**config.mk**
```make
export PLATFORM = sky130hd
export DESIGN_NAME = motion_cmd_trigger_unit
export DESIGN_NICKNAME = d
export VERILOG_FILES = /design/src/rtl/motion_cmd_pkg.sv /design/src/rtl/motion_cmd_trigger_unit.sv
export SDC_FILE = /design/constraint.sdc
export NUM_CORES = 2
export LEC_CHECK = 0
export BUFFER_PORTS_ARGS = -buffer_cell sky130_fd_sc_hd__clkbuf_2
export CAP_MARGIN = 20
export CORE_MARGIN = 3
export CORE_UTILIZATION = 55
export CTS_CLUSTER_SIZE = 20
export DETAILED_ROUTE_END_ITERATION = 8
export GPL_TIMING_DRIVEN = 0
export PLACE_DENSITY = 0.84
export SYNTH_ARGS = -nofsm -noshare
export SYNTH_HDL_FRONTEND = slang
export SYNTH_SLANG_ARGS = --single-unit
```
**constraint.sdc**
```tcl
create_clock -name pclk -period 5.8 [get_ports pclk]
set_input_delay 0.87 -clock pclk [delete_from_list [all_inputs] [get_ports pclk]]
set_output_delay 0.87 -clock pclk [all_outputs]
set_load 0.03 [all_outputs]
```
**src/rtl/motion_cmd_pkg.sv**
```systemverilog
// Purpose: Shared constants and carriers for the motion command and trigger unit
// Assumes: 32-bit APB, one clock, four axes
// Notes:   Offsets are byte addresses of aligned words
package motion_cmd_pkg;

	// Register byte offsets
	localparam logic [7:0] OFS_CMD_WORD0  = 8'h00; // axis, function id, mode, word count
	localparam logic [7:0] OFS_CMD_DATA   = 8'h04; // two 16-bit data words
	localparam logic [7:0] OFS_CMD_GO     = 8'h08; // write starts the operation
	localparam logic [7:0] OFS_RET_HEAD   = 8'h0c; // axis and function id of last result
	localparam logic [7:0] OFS_RET_DATA   = 8'h10; // data of last result
	localparam logic [7:0] OFS_STATUS     = 8'h14; // queue level, flags
	localparam logic [7:0] OFS_TRIG_EN    = 8'h18; // trigger input enable word
	localparam logic [7:0] OFS_LIMIT_EN   = 8'h1c; // limit and home enable word
	localparam logic [7:0] OFS_BRK_CFG    = 8'h20; // board type and per-axis loop mode
	localparam logic [7:0] OFS_BRK_POS0   = 8'h30; // breakpoint position, axis 0; step 4

	// Field layout of OFS_CMD_WORD0
	localparam int CMD_AXIS_LSB  = 0;
	localparam int CMD_FID_LSB   = 8;
	localparam int CMD_MODE_LSB  = 16;
	localparam int CMD_WCNT_LSB  = 24;

	// Configuration field positions
	localparam int CFG_SERVO_BIT  = 0;
	localparam int CFG_CLOSED_BIT = 1;
	localparam int CFG_OPEN_LSB   = 4;
	localparam int CFG_LINK_LSB   = 8;

	// Status field positions
	localparam int ST_LEVEL_LSB  = 0;
	localparam int ST_EMPTY_BIT  = 8;
	localparam int ST_FULL_BIT   = 9;
	localparam int ST_VALID_BIT  = 10;
	localparam int ST_FERR_BIT   = 11;

	// Transfer operation codes
	localparam logic [1:0] OP_SEND      = 2'h0;
	localparam logic [1:0] OP_SEND_READ = 2'h1;
	localparam logic [1:0] OP_READ      = 2'h2;

	// Function ids decoded in this block
	localparam logic [7:0] FID_ENABLE_BRK   = 8'h10;
	localparam logic [7:0] FID_ENABLE_TRIG  = 8'h11;
	localparam logic [7:0] FID_ENABLE_LIMIT = 8'h12;
	localparam logic [7:0] FID_LINK_TRIG    = 8'h13;
	localparam logic [7:0] FID_FLUSH        = 8'h14;

	// Fixed shapes and reset values
	localparam int NUM_AXES      = 4;
	localparam int QUEUE_DEPTH   = 16;
	localparam int QPTR_W        = 4;
	localparam int MAX_DATA_WORDS = 2;
	localparam logic [15:0] TRIG_EN_MASK  = 16'h000f;
	localparam logic [15:0] LIMIT_EN_MASK = 16'h0fff;
	localparam logic [15:0] EN_RESET      = 16'h0000;
	localparam logic [15:0] BRK_MODE_REL  = 16'hffff;
	localparam int SERVO_IO_OFFSET = 4;

	// One queued result
	typedef struct packed {
		logic [7:0]  axis;
		logic [7:0]  fid;
		logic [31:0] data;
	} ret_entry_t;

	// Per-axis breakpoint state
	typedef struct packed {
		logic        armed;
		logic        relative;
		logic        fired;
		logic [1:0]  link;   // 0 none, else buffer number minus one plus one
		logic [2:0]  link_spare;
		logic [31:0] target;
	} brk_t;

endpackage : motion_cmd_pkg

```
**src/rtl/motion_cmd_trigger_unit.sv**
```systemverilog
// Purpose: Host command channel, result queue, breakpoints, trigger and limit enables
// Assumes: APB slave, zero wait states, one board clock
// Notes:   Function semantics beyond the decoded ids are left to the core outside
`timescale 1ns/1ns
module motion_cmd_trigger_unit (
	input  wire logic        pclk,
	input  wire logic        presetn,
	input  wire logic        psel,
	input  wire logic        penable,
	input  wire logic        pwrite,
	input  wire logic [7:0]  paddr,
	input  wire logic [31:0] pwdata,
	output logic      [31:0] prdata,
	output logic             pready,
	output logic             pslverr,
	output logic             cmd_valid,
	output logic [7:0]       cmd_axis,
	output logic [7:0]       cmd_fid,
	output logic [31:0]      cmd_data,
	output logic [1:0]       cmd_wcount,
	input  wire logic        res_valid,
	input  wire logic [7:0]  res_axis,
	input  wire logic [7:0]  res_fid,
	input  wire logic [31:0] res_data,
	input  wire logic [127:0] axis_pos,
	input  wire logic [3:0]  axis_start,
	input  wire logic [7:0]  io_in,
	input  wire logic [7:0]  io_dir_in,
	output logic      [7:0]  io_in_value,
	output logic      [7:0]  brk_out,
	output logic      [3:0]  time_brk_arm,
	output logic      [3:0]  trig_start,
	input  wire logic [11:0] limit_in,
	output logic      [3:0]  axis_halt
);

	localparam int QW = motion_cmd_pkg::QPTR_W;
	localparam int NA = motion_cmd_pkg::NUM_AXES;

	typedef struct packed {
		logic [7:0]  w_axis;
		logic [7:0]  w_fid;
		logic [1:0]  w_mode;
		logic [7:0]  w_wcnt;
		logic [31:0] w_data;
		motion_cmd_pkg::ret_entry_t last;
		logic        last_valid;
		logic        ferr;
		logic        pend_read;
		logic [QW:0] count;
		logic [QW-1:0] rd_ptr;
		logic [QW-1:0] wr_ptr;
		logic        cmd_valid;
		logic [7:0]  cmd_axis;
		logic [7:0]  cmd_fid;
		logic [31:0] cmd_data;
		logic [1:0]  cmd_wcount;
		logic [15:0] trig_en;
		logic [15:0] limit_en;
		logic [15:0] cfg;
		logic [3:0]  time_arm;
		logic [NA-1:0][31:0] base;
		logic [NA-1:0][31:0] brk_pos;
		logic [NA-1:0]       brk_armed;
		logic [NA-1:0]       brk_rel;
		logic [NA-1:0][2:0]  brk_link;
		logic [NA-1:0]       brk_hit;
		logic [3:0]  trig_start;
		logic [3:0]  halt;
		logic [3:0]  trig_prev;
		logic [11:0] lim_prev;
	} state_t;

	state_t                         s_reg;
	state_t                         s_next;
	motion_cmd_pkg::ret_entry_t     queue_mem [motion_cmd_pkg::QUEUE_DEPTH];
	logic [31:0]                    rd_word;
	logic [7:0]                     io_s1_reg;
	logic [7:0]                     io_s2_reg;
	logic [7:0]                     io_s3_reg;
	logic [7:0]                     io_clean_reg;
	logic [11:0]                    lim_s1_reg;
	logic [11:0]                    lim_s2_reg;
	logic [11:0]                    lim_s3_reg;
	logic [11:0]                    lim_clean_reg;
	logic                           wr_access;
	logic                           rd_access;
	logic                           q_push;
	logic [3:0]                     brk_line;

	// Zero-wait slave: every access completes in its first access cycle
	assign pready    = 1'b1;
	assign pslverr   = 1'b0;
	assign wr_access = psel && penable && pwrite;
	assign rd_access = psel && penable && !pwrite;

	// Pin inputs pass three stages; a value counts once stages two and three agree
	always_ff @(posedge pclk or negedge presetn)
	begin
		if (!presetn)
		begin
			io_s1_reg     <= 8'h00;
			io_s2_reg     <= 8'h00;
			io_s3_reg     <= 8'h00;
			io_clean_reg  <= 8'h00;
			lim_s1_reg    <= 12'h000;
			lim_s2_reg    <= 12'h000;
			lim_s3_reg    <= 12'h000;
			lim_clean_reg <= 12'h000;
		end
		else
		begin
			io_s1_reg  <= io_in;
			io_s2_reg  <= io_s1_reg;
			io_s3_reg  <= io_s2_reg;
			lim_s1_reg <= limit_in;
			lim_s2_reg <= lim_s1_reg;
			lim_s3_reg <= lim_s2_reg;
			for (int i = 0; i < 8; i++)
				if (io_s2_reg[i] == io_s3_reg[i])
					io_clean_reg[i] <= io_s3_reg[i];
			for (int i = 0; i < 12; i++)
				if (lim_s2_reg[i] == lim_s3_reg[i])
					lim_clean_reg[i] <= lim_s3_reg[i];
		end
	end

	// Result queue storage; results are kept in arrival order
	assign q_push = res_valid && !s_reg.pend_read &&
		(s_reg.count != 5'(motion_cmd_pkg::QUEUE_DEPTH));
	always_ff @(posedge pclk)
	begin
		if (q_push)
			queue_mem[s_reg.wr_ptr] <= '{res_axis, res_fid, res_data};
	end

	// Register read mux
	always_comb
	begin
		rd_word = 32'h0000_0000;
		unique case (paddr)
			motion_cmd_pkg::OFS_CMD_WORD0: rd_word = {s_reg.w_wcnt, 6'h00, s_reg.w_mode,
				s_reg.w_fid, s_reg.w_axis};
			motion_cmd_pkg::OFS_CMD_DATA:  rd_word = s_reg.w_data;
			motion_cmd_pkg::OFS_RET_HEAD:  rd_word = {16'h0000, s_reg.last.fid, s_reg.last.axis};
			motion_cmd_pkg::OFS_RET_DATA:  rd_word = s_reg.last.data;
			motion_cmd_pkg::OFS_STATUS:    rd_word = {20'h00000, s_reg.ferr, s_reg.last_valid,
				(s_reg.count == 5'(motion_cmd_pkg::QUEUE_DEPTH)), (s_reg.count == 5'h00),
				3'h0, s_reg.count};
			motion_cmd_pkg::OFS_TRIG_EN:   rd_word = {16'h0000, s_reg.trig_en};
			motion_cmd_pkg::OFS_LIMIT_EN:  rd_word = {16'h0000, s_reg.limit_en};
			motion_cmd_pkg::OFS_BRK_CFG:   rd_word = {16'h0000, s_reg.cfg};
			default:
			begin
				for (int a = 0; a < NA; a++)
					if (paddr == 8'(motion_cmd_pkg::OFS_BRK_POS0 + 4 * a))
						rd_word = s_reg.brk_pos[a];
			end
		endcase
	end

	// Breakpoint hit flags, bit n for axis n; board type places them on brk_out below
	always_comb
	begin
		brk_line = 4'h0;
		for (int a = 0; a < NA; a++)
			brk_line[a] = s_reg.brk_hit[a];
	end

	// Next-state logic for the whole block
	always_comb
	begin
		logic [7:0]  fid;
		logic [15:0] arg;
		logic [31:0] goal;
		logic        popped;
		s_next = s_reg;
		fid    = s_reg.w_fid;
		arg    = s_reg.w_data[15:0];
		goal   = 32'h0000_0000;
		popped = 1'b0;
		s_next.cmd_valid  = 1'b0;
		s_next.trig_start = 4'h0;
		s_next.time_arm   = 4'h0;

		// Result arrival: answer a pending send-and-read, else enqueue unless the queue is full
		if (res_valid && s_reg.pend_read)
		begin
			s_next.last       = '{res_axis, res_fid, res_data};
			s_next.last_valid = 1'b1;
			s_next.pend_read  = 1'b0;
		end

		// Software register writes
		if (wr_access)
		begin
			unique case (paddr)
				motion_cmd_pkg::OFS_CMD_WORD0:
				begin
					s_next.w_axis = pwdata[motion_cmd_pkg::CMD_AXIS_LSB +: 8];
					s_next.w_fid  = pwdata[motion_cmd_pkg::CMD_FID_LSB +: 8];
					s_next.w_mode = pwdata[motion_cmd_pkg::CMD_MODE_LSB +: 2];
					s_next.w_wcnt = pwdata[motion_cmd_pkg::CMD_WCNT_LSB +: 8];
				end
				motion_cmd_pkg::OFS_CMD_DATA: s_next.w_data = pwdata;
				motion_cmd_pkg::OFS_CMD_GO:
				begin
					if (s_reg.w_mode == motion_cmd_pkg::OP_READ)
					begin
						// Word count is ignored for a pure read
						if (s_reg.count != 5'h00)
						begin
							s_next.last       = queue_mem[s_reg.rd_ptr];
							s_next.last_valid = 1'b1;
							popped            = 1'b1;
						end
						else
							s_next.last_valid = res_valid && s_reg.pend_read; // Arrival wins
					end
					else if (s_reg.w_mode == motion_cmd_pkg::OP_SEND ||
						s_reg.w_mode == motion_cmd_pkg::OP_SEND_READ)
					begin
						s_next.cmd_valid  = 1'b1;
						s_next.cmd_axis   = s_reg.w_axis;
						s_next.cmd_fid    = fid;
						s_next.cmd_data   = s_reg.w_data;
						// Host gives 2 + words; more than two data words is clipped
						s_next.cmd_wcount = (s_reg.w_wcnt > 8'h04) ? 2'h2 :
							(s_reg.w_wcnt < 8'h02) ? 2'h0 : 2'(s_reg.w_wcnt - 8'h02);
						// Send-only keeps the answer queued; send-and-read captures it
						s_next.pend_read  = (s_reg.w_mode == motion_cmd_pkg::OP_SEND_READ);
						s_next.last_valid = 1'b0;
						s_next.ferr       = 1'b0;
						unique case (fid)
							motion_cmd_pkg::FID_ENABLE_BRK:
							begin
								if (!s_reg.cfg[motion_cmd_pkg::CFG_SERVO_BIT] &&
									!s_reg.cfg[motion_cmd_pkg::CFG_CLOSED_BIT])
									s_next.ferr = 1'b1;
								else
									for (int a = 0; a < NA; a++)
										if (s_reg.w_axis == 8'(a))
										begin
											s_next.brk_armed[a] = 1'b1;
											s_next.brk_hit[a]   = 1'b0;
											s_next.brk_rel[a]   = (arg == motion_cmd_pkg::BRK_MODE_REL);
											s_next.base[a]      = axis_pos[32*a +: 32];
											if (s_reg.cfg[motion_cmd_pkg::CFG_SERVO_BIT])
												s_next.time_arm[a] = 1'b1;
										end
							end
							motion_cmd_pkg::FID_ENABLE_TRIG:
								s_next.trig_en = arg & motion_cmd_pkg::TRIG_EN_MASK;
							motion_cmd_pkg::FID_ENABLE_LIMIT:
								s_next.limit_en = arg & motion_cmd_pkg::LIMIT_EN_MASK;
							motion_cmd_pkg::FID_LINK_TRIG:
								for (int a = 0; a < NA; a++)
									if (s_reg.w_axis == 8'(a))
										s_next.brk_link[a] = (arg > 16'h0004) ? 3'h0 : 3'(arg);
							motion_cmd_pkg::FID_FLUSH:
							begin
								s_next.count  = '0;
								s_next.rd_ptr = s_reg.wr_ptr;
							end
							default: ;
						endcase
					end
				end
				motion_cmd_pkg::OFS_BRK_CFG: s_next.cfg = pwdata[15:0];
				default:
				begin
					for (int a = 0; a < NA; a++)
						if (paddr == 8'(motion_cmd_pkg::OFS_BRK_POS0 + 4 * a))
							s_next.brk_pos[a] = pwdata;
				end
			endcase
		end

		// Queue pointers; a flush in the same cycle wins over push and pop
		if (!(wr_access && paddr == motion_cmd_pkg::OFS_CMD_GO &&
			(s_reg.w_mode == motion_cmd_pkg::OP_SEND ||
			s_reg.w_mode == motion_cmd_pkg::OP_SEND_READ) &&
			fid == motion_cmd_pkg::FID_FLUSH))
		begin
			if (q_push)
				s_next.wr_ptr = s_reg.wr_ptr + 4'h1;
			if (popped)
				s_next.rd_ptr = s_reg.rd_ptr + 4'h1;
			s_next.count = s_reg.count + 5'(q_push) - 5'(popped);
		end

		// Breakpoint comparators, one match per arming; mode never feeds the trajectory
		for (int a = 0; a < NA; a++)
		begin
			goal = s_reg.brk_rel[a] ? (s_reg.base[a] + s_reg.brk_pos[a]) : s_reg.brk_pos[a];
			if (s_reg.brk_armed[a] && axis_pos[32*a +: 32] == goal &&
				!(!s_reg.cfg[motion_cmd_pkg::CFG_SERVO_BIT] &&
				s_reg.cfg[motion_cmd_pkg::CFG_OPEN_LSB + a]))
			begin
				s_next.brk_hit[a]   = 1'b1;
				s_next.brk_armed[a] = 1'b0;
				if (s_reg.brk_link[a] != 3'h0)
					s_next.trig_start[2'(s_reg.brk_link[a] - 3'h1)] = 1'b1;
			end
		end

		// Trigger inputs: rising active edge on an enabled input bit starts its buffer
		for (int t = 0; t < 4; t++)
		begin
			if (s_reg.trig_en[t] && !io_dir_in[t] && io_clean_reg[t] && !s_reg.trig_prev[t])
				s_next.trig_start[t] = 1'b1;
		end
		s_next.trig_prev = io_clean_reg[3:0];

		// Limit and home: enabled active edge halts the axis; homes D11..D8, pairs D7..D0
		for (int a = 0; a < NA; a++)
		begin
			s_next.halt[a] = 1'b0;
			if ((s_reg.limit_en[11 - a] && lim_clean_reg[11 - a] && !s_reg.lim_prev[11 - a]) ||
				(s_reg.limit_en[7 - 2*a] && lim_clean_reg[7 - 2*a] && !s_reg.lim_prev[7 - 2*a]) ||
				(s_reg.limit_en[6 - 2*a] && lim_clean_reg[6 - 2*a] && !s_reg.lim_prev[6 - 2*a]))
				s_next.halt[a] = 1'b1;
		end
		s_next.lim_prev = lim_clean_reg;
	end

	// State register; enables start cleared after power-up
	always_ff @(posedge pclk or negedge presetn)
	begin
		if (!presetn)
		begin
			s_reg          <= '0;
			s_reg.trig_en  <= motion_cmd_pkg::EN_RESET;
			s_reg.limit_en <= motion_cmd_pkg::EN_RESET;
		end
		else
			s_reg <= s_next;
	end

	// Breakpoint lines sit on bit n (stepper) or bit n+4 (servo)
	always_comb
	begin
		brk_out = 8'h00;
		if (s_reg.cfg[motion_cmd_pkg::CFG_SERVO_BIT])
			brk_out[7:4] = brk_line;
		else
			brk_out[3:0] = brk_line;
	end

	assign prdata       = rd_word;
	assign io_in_value  = io_clean_reg;
	assign cmd_valid    = s_reg.cmd_valid;
	assign cmd_axis     = s_reg.cmd_axis;
	assign cmd_fid      = s_reg.cmd_fid;
	assign cmd_data     = s_reg.cmd_data;
	assign cmd_wcount   = s_reg.cmd_wcount;
	assign time_brk_arm = s_reg.time_arm;
	assign trig_start   = s_reg.trig_start;
	assign axis_halt    = s_reg.halt;

endmodule : motion_cmd_trigger_unit

```
==> metrics.txt <==
Placement Rows=124; Psw=5.601 mW; Die Area=0.1212 sq mm; R2R depth=15; CTS Root Cell=clkbuf_16; Critical Path Sink Type=output pin; status=completed; slowest CP cell=clkbuf_1; element type at the critical path start=primary input; Final Core Density=0.6429; Die H=348.1 um; gr usage total=0.3783; Area Overhead vs Synth=15.11%; sw frac=0.2507; DRT Pass-1 Iters=7; Setup WS post-layout=between 0.09 and 0.1 ns; routed len/inst=33.43 um; Clk Latency, worst-skew pair=approximately 0.8 ns; Max FO, Critical Path=10; Leakage=just under 30 nW; CP top delay family=buffers and inverters; Synth Flop Type=edfxtp_1; fmax=0.1753 GHz; width of the chip=348.1 um; Peak VDD IR=0.0003217 V; initial DRC count=~7,000; via density per instance=between 6 and 7; Post-Layout Cell Count=between 6,000 and 7,000; Routed Antenna Nets=0; placer congestion estimate=between 1 and 1.5; Post-synth ARST share=0.4357; total number of vias=between 40,000 and 50,000; pwr/cell area=approximately 300 mW/mm^2; WL final=approximately 230,000 um; final hold violations=0; Hold-fix buffers, CTS=1; dpl ws=-0.1600 ns; total core area=about 0.12 sq mm; post-CTS setup buffer count=0; gr ovfl total=0; Syn Std Cell Area=~0.064 sq mm; vias in the first global route=roughly 47,000; most common cell after layout, fill and taps aside=edfxtp_1; fin crit share=0.9834; largest net degree at the start of global routing=110; Seq pwr share=0.500; Post-synth EDFFs=approximately 770; Syn Nets=5,117; Worst R2R Setup Slack=about 0.54 ns; Cell Chain, Critical Path=clkbuf_2, or4_1, clkbuf_1, nor2_1, clkbuf_1, a22oi_1, nand3_1, nor2_1, a31oi_1, clkbuf_2; Avg Inst Size Synth=13.63 sq um; layout net count=5,671; max-cap viol count=0; CTS tree=done; Worst Hold Launch=limit_in[5]; Worst EP required=4.93 ns; DRC Markers=0; initial core utilization=0.5585; Setup Skew=~0.043 ns; CTS Sinks=approximately 1,400; crit path time final=5.704 ns; hold depth=1; cell internal pwr=about 17 mW; total power=between 20 and 25 mW; Synth Register Bits=1,361; Slew @ Worst Pin=roughly 1.1 ns; Resized cells post-CTS=0; Post-DP HPWL=around 160,000 um; CTS clk-pin slew, worst paths=approximately 0.070 ns; r2r endpoint=trig_start[3]; antenna violations before repair=30; Post-Synthesis Cells=roughly 4,700; # IOs=between 300 and 400; Filler cells=8,116; first-pass GRT wire length=around 330,000 um; Max H-tree Level=4; CP peak stage delay=~0.8 ns; total CTS buffers=around 140; Crit Path Class=primary input to output pin; share of layout cells above drive strength 1=0.2424; Largest register FFs=roughly 770; hold endpoint=lim_s1_reg[5]; Netlist cell types=97; HP Class=primary input to flop; commonest cells after routing, fill and taps aside=edfxtp_1 (768), dfrtp_1 (593), nand2_1 (515), clkbuf_2 (345), mux2_2 (308); IO buf count=between 300 and 400; FF-to-FF Start=s_reg[112]; Slew Limit Fails=0; Comb pwr share=0.084; CP Data Arrival Time=4.83 ns; Buffers & Inverters on Critical Path=4; RSZ-0062 raised after global routing=no; final setup fails=0; post-synthesis sequential area ratio=0.5887; Clk pwr share=0.416; CP startpoint=paddr[4]; placed insts=6,634; Yosys warnings=0; CTS max path bufs=3; Rel. slew slack=0.2379
[kinds of logic after synthesis]
group           synth area share
mux                       0.1490
other cells            0.0001166
simple gates             0.07748
fa+ha+maj                0.03090
xor+xnor                 0.03858
compound gates           0.08973
buf+inv                  0.02556
flops                     0.5887
[power groups by stage]
stage / logic [mW] / clock network, mW / registers, mW
final: 1.88 / 9.29 / 11.2
after global routing: 1.96 / 9.68 / 11.2
after CTS: 1.84 / 9.33 / 11.2
after detailed placement: 1.79 / 0 / 11.3
after global placement: 1.46 / 0 / 11.3
after floorplan: 0.807 / 0 / 11.2
[final cells by class]
cell class | count | area [sq um] | area share
antenna | 25 | 62.56 | 0.0008442
buffer | 304 | 1428 | 0.01926
clock buffer | 174 | 3764 | 0.05079
clock inverter | 82 | 943.4 | 0.01273
inverter | 58 | 217.7 | 0.002938
multi-input combinational | 3000 | 24950 | 0.3367
sequential | 1361 | 37900 | 0.5114
tap | 1512 | 1892 | 0.02553
timing repair buffer | 414 | 2948 | 0.03978
[worst max path at each step]
stage                     cells past startpoint         endpoint  slack (ns)
after CTS                                    10       prdata[11]        0.43
final                                        10       prdata[10]         0.1
after global placement                        1    lim_s1_reg[4]      -10.59
after floorplan                               3  queue_mem[3][0]        0.79
after global routing                         10       prdata[11]        0.07
after detailed placement                     18       s_reg[419]       -0.16
[metrics by stage]
step	cell area (sq um)	TNS [ns]	hold WS, ns
floorplan	64380	0	0.3312
global placement	68000	-6820.77	0.3314
detailed placement	69130	-0.1600	0.3355
CTS	73840	0	0.1534
global route	74070	0	0.1662
finish	74110	0	0.1810
[cell usage after synthesis (all sizes together) (8+ instances only)]
cell type  instances  area share
nand3             62      0.0048
buf              121       0.011
maj3              20      0.0031
nand2            515       0.030
mux2i             66       0.010
o31ai             15      0.0020
nor3              67      0.0052
nand4             69      0.0067
a31oi             55      0.0053
mux2             313       0.055
nand3b            14      0.0016
inv               58      0.0034
a311oi             9      0.0012
or3               14      0.0014
xnor2            168       0.023
a21oi            187       0.015
nand2b            25      0.0024
clkbuf           183       0.011
a211oi            29      0.0035
a222oi            17      0.0026
o221ai            10      0.0014
dfrtp            593        0.23
a21o              39      0.0045
ha               135       0.026
nor3b             11      0.0014
o211ai            26      0.0030
a22oi            105       0.012
mux4             240       0.084
o21ai            202       0.016
and2              14      0.0014
or4               13      0.0015
and3              26      0.0025
nor4              29      0.0028
o2111ai           13      0.0019
edfxtp           768        0.36
a221oi            19      0.0027
nor2             161      0.0094
a31o               8      0.0012
xor2             113       0.015
nor2b             24      0.0023
o21a              35      0.0041
[worst register-to-register path: stages, from the launching register on]
cell      delay, ns
dfrtp_1        0.48
ha_1           0.24
inv_1          0.06
fa_1           0.40
nand2b_1       0.19
a21o_1         0.20
a211oi_1       0.74
o21a_1         0.32
nor2_1         0.08
xnor2_1        0.13
nor4_1         0.37
a32oi_1        0.23
nor3_1         0.36
nand4_1        0.67
o41ai_1        0.52
a211o_1        0.21
[layer usage]
metal,global-route usage,vias up,share of wire
met1,0.4748,23870,0.35
met2,0.5937,3764,0.46
met4,0.2139,20,0.068
met3,0.1091,912,0.12
li1,-,19130,-
met5,0,-,0.00059
(Power assumes the default switching activity.)
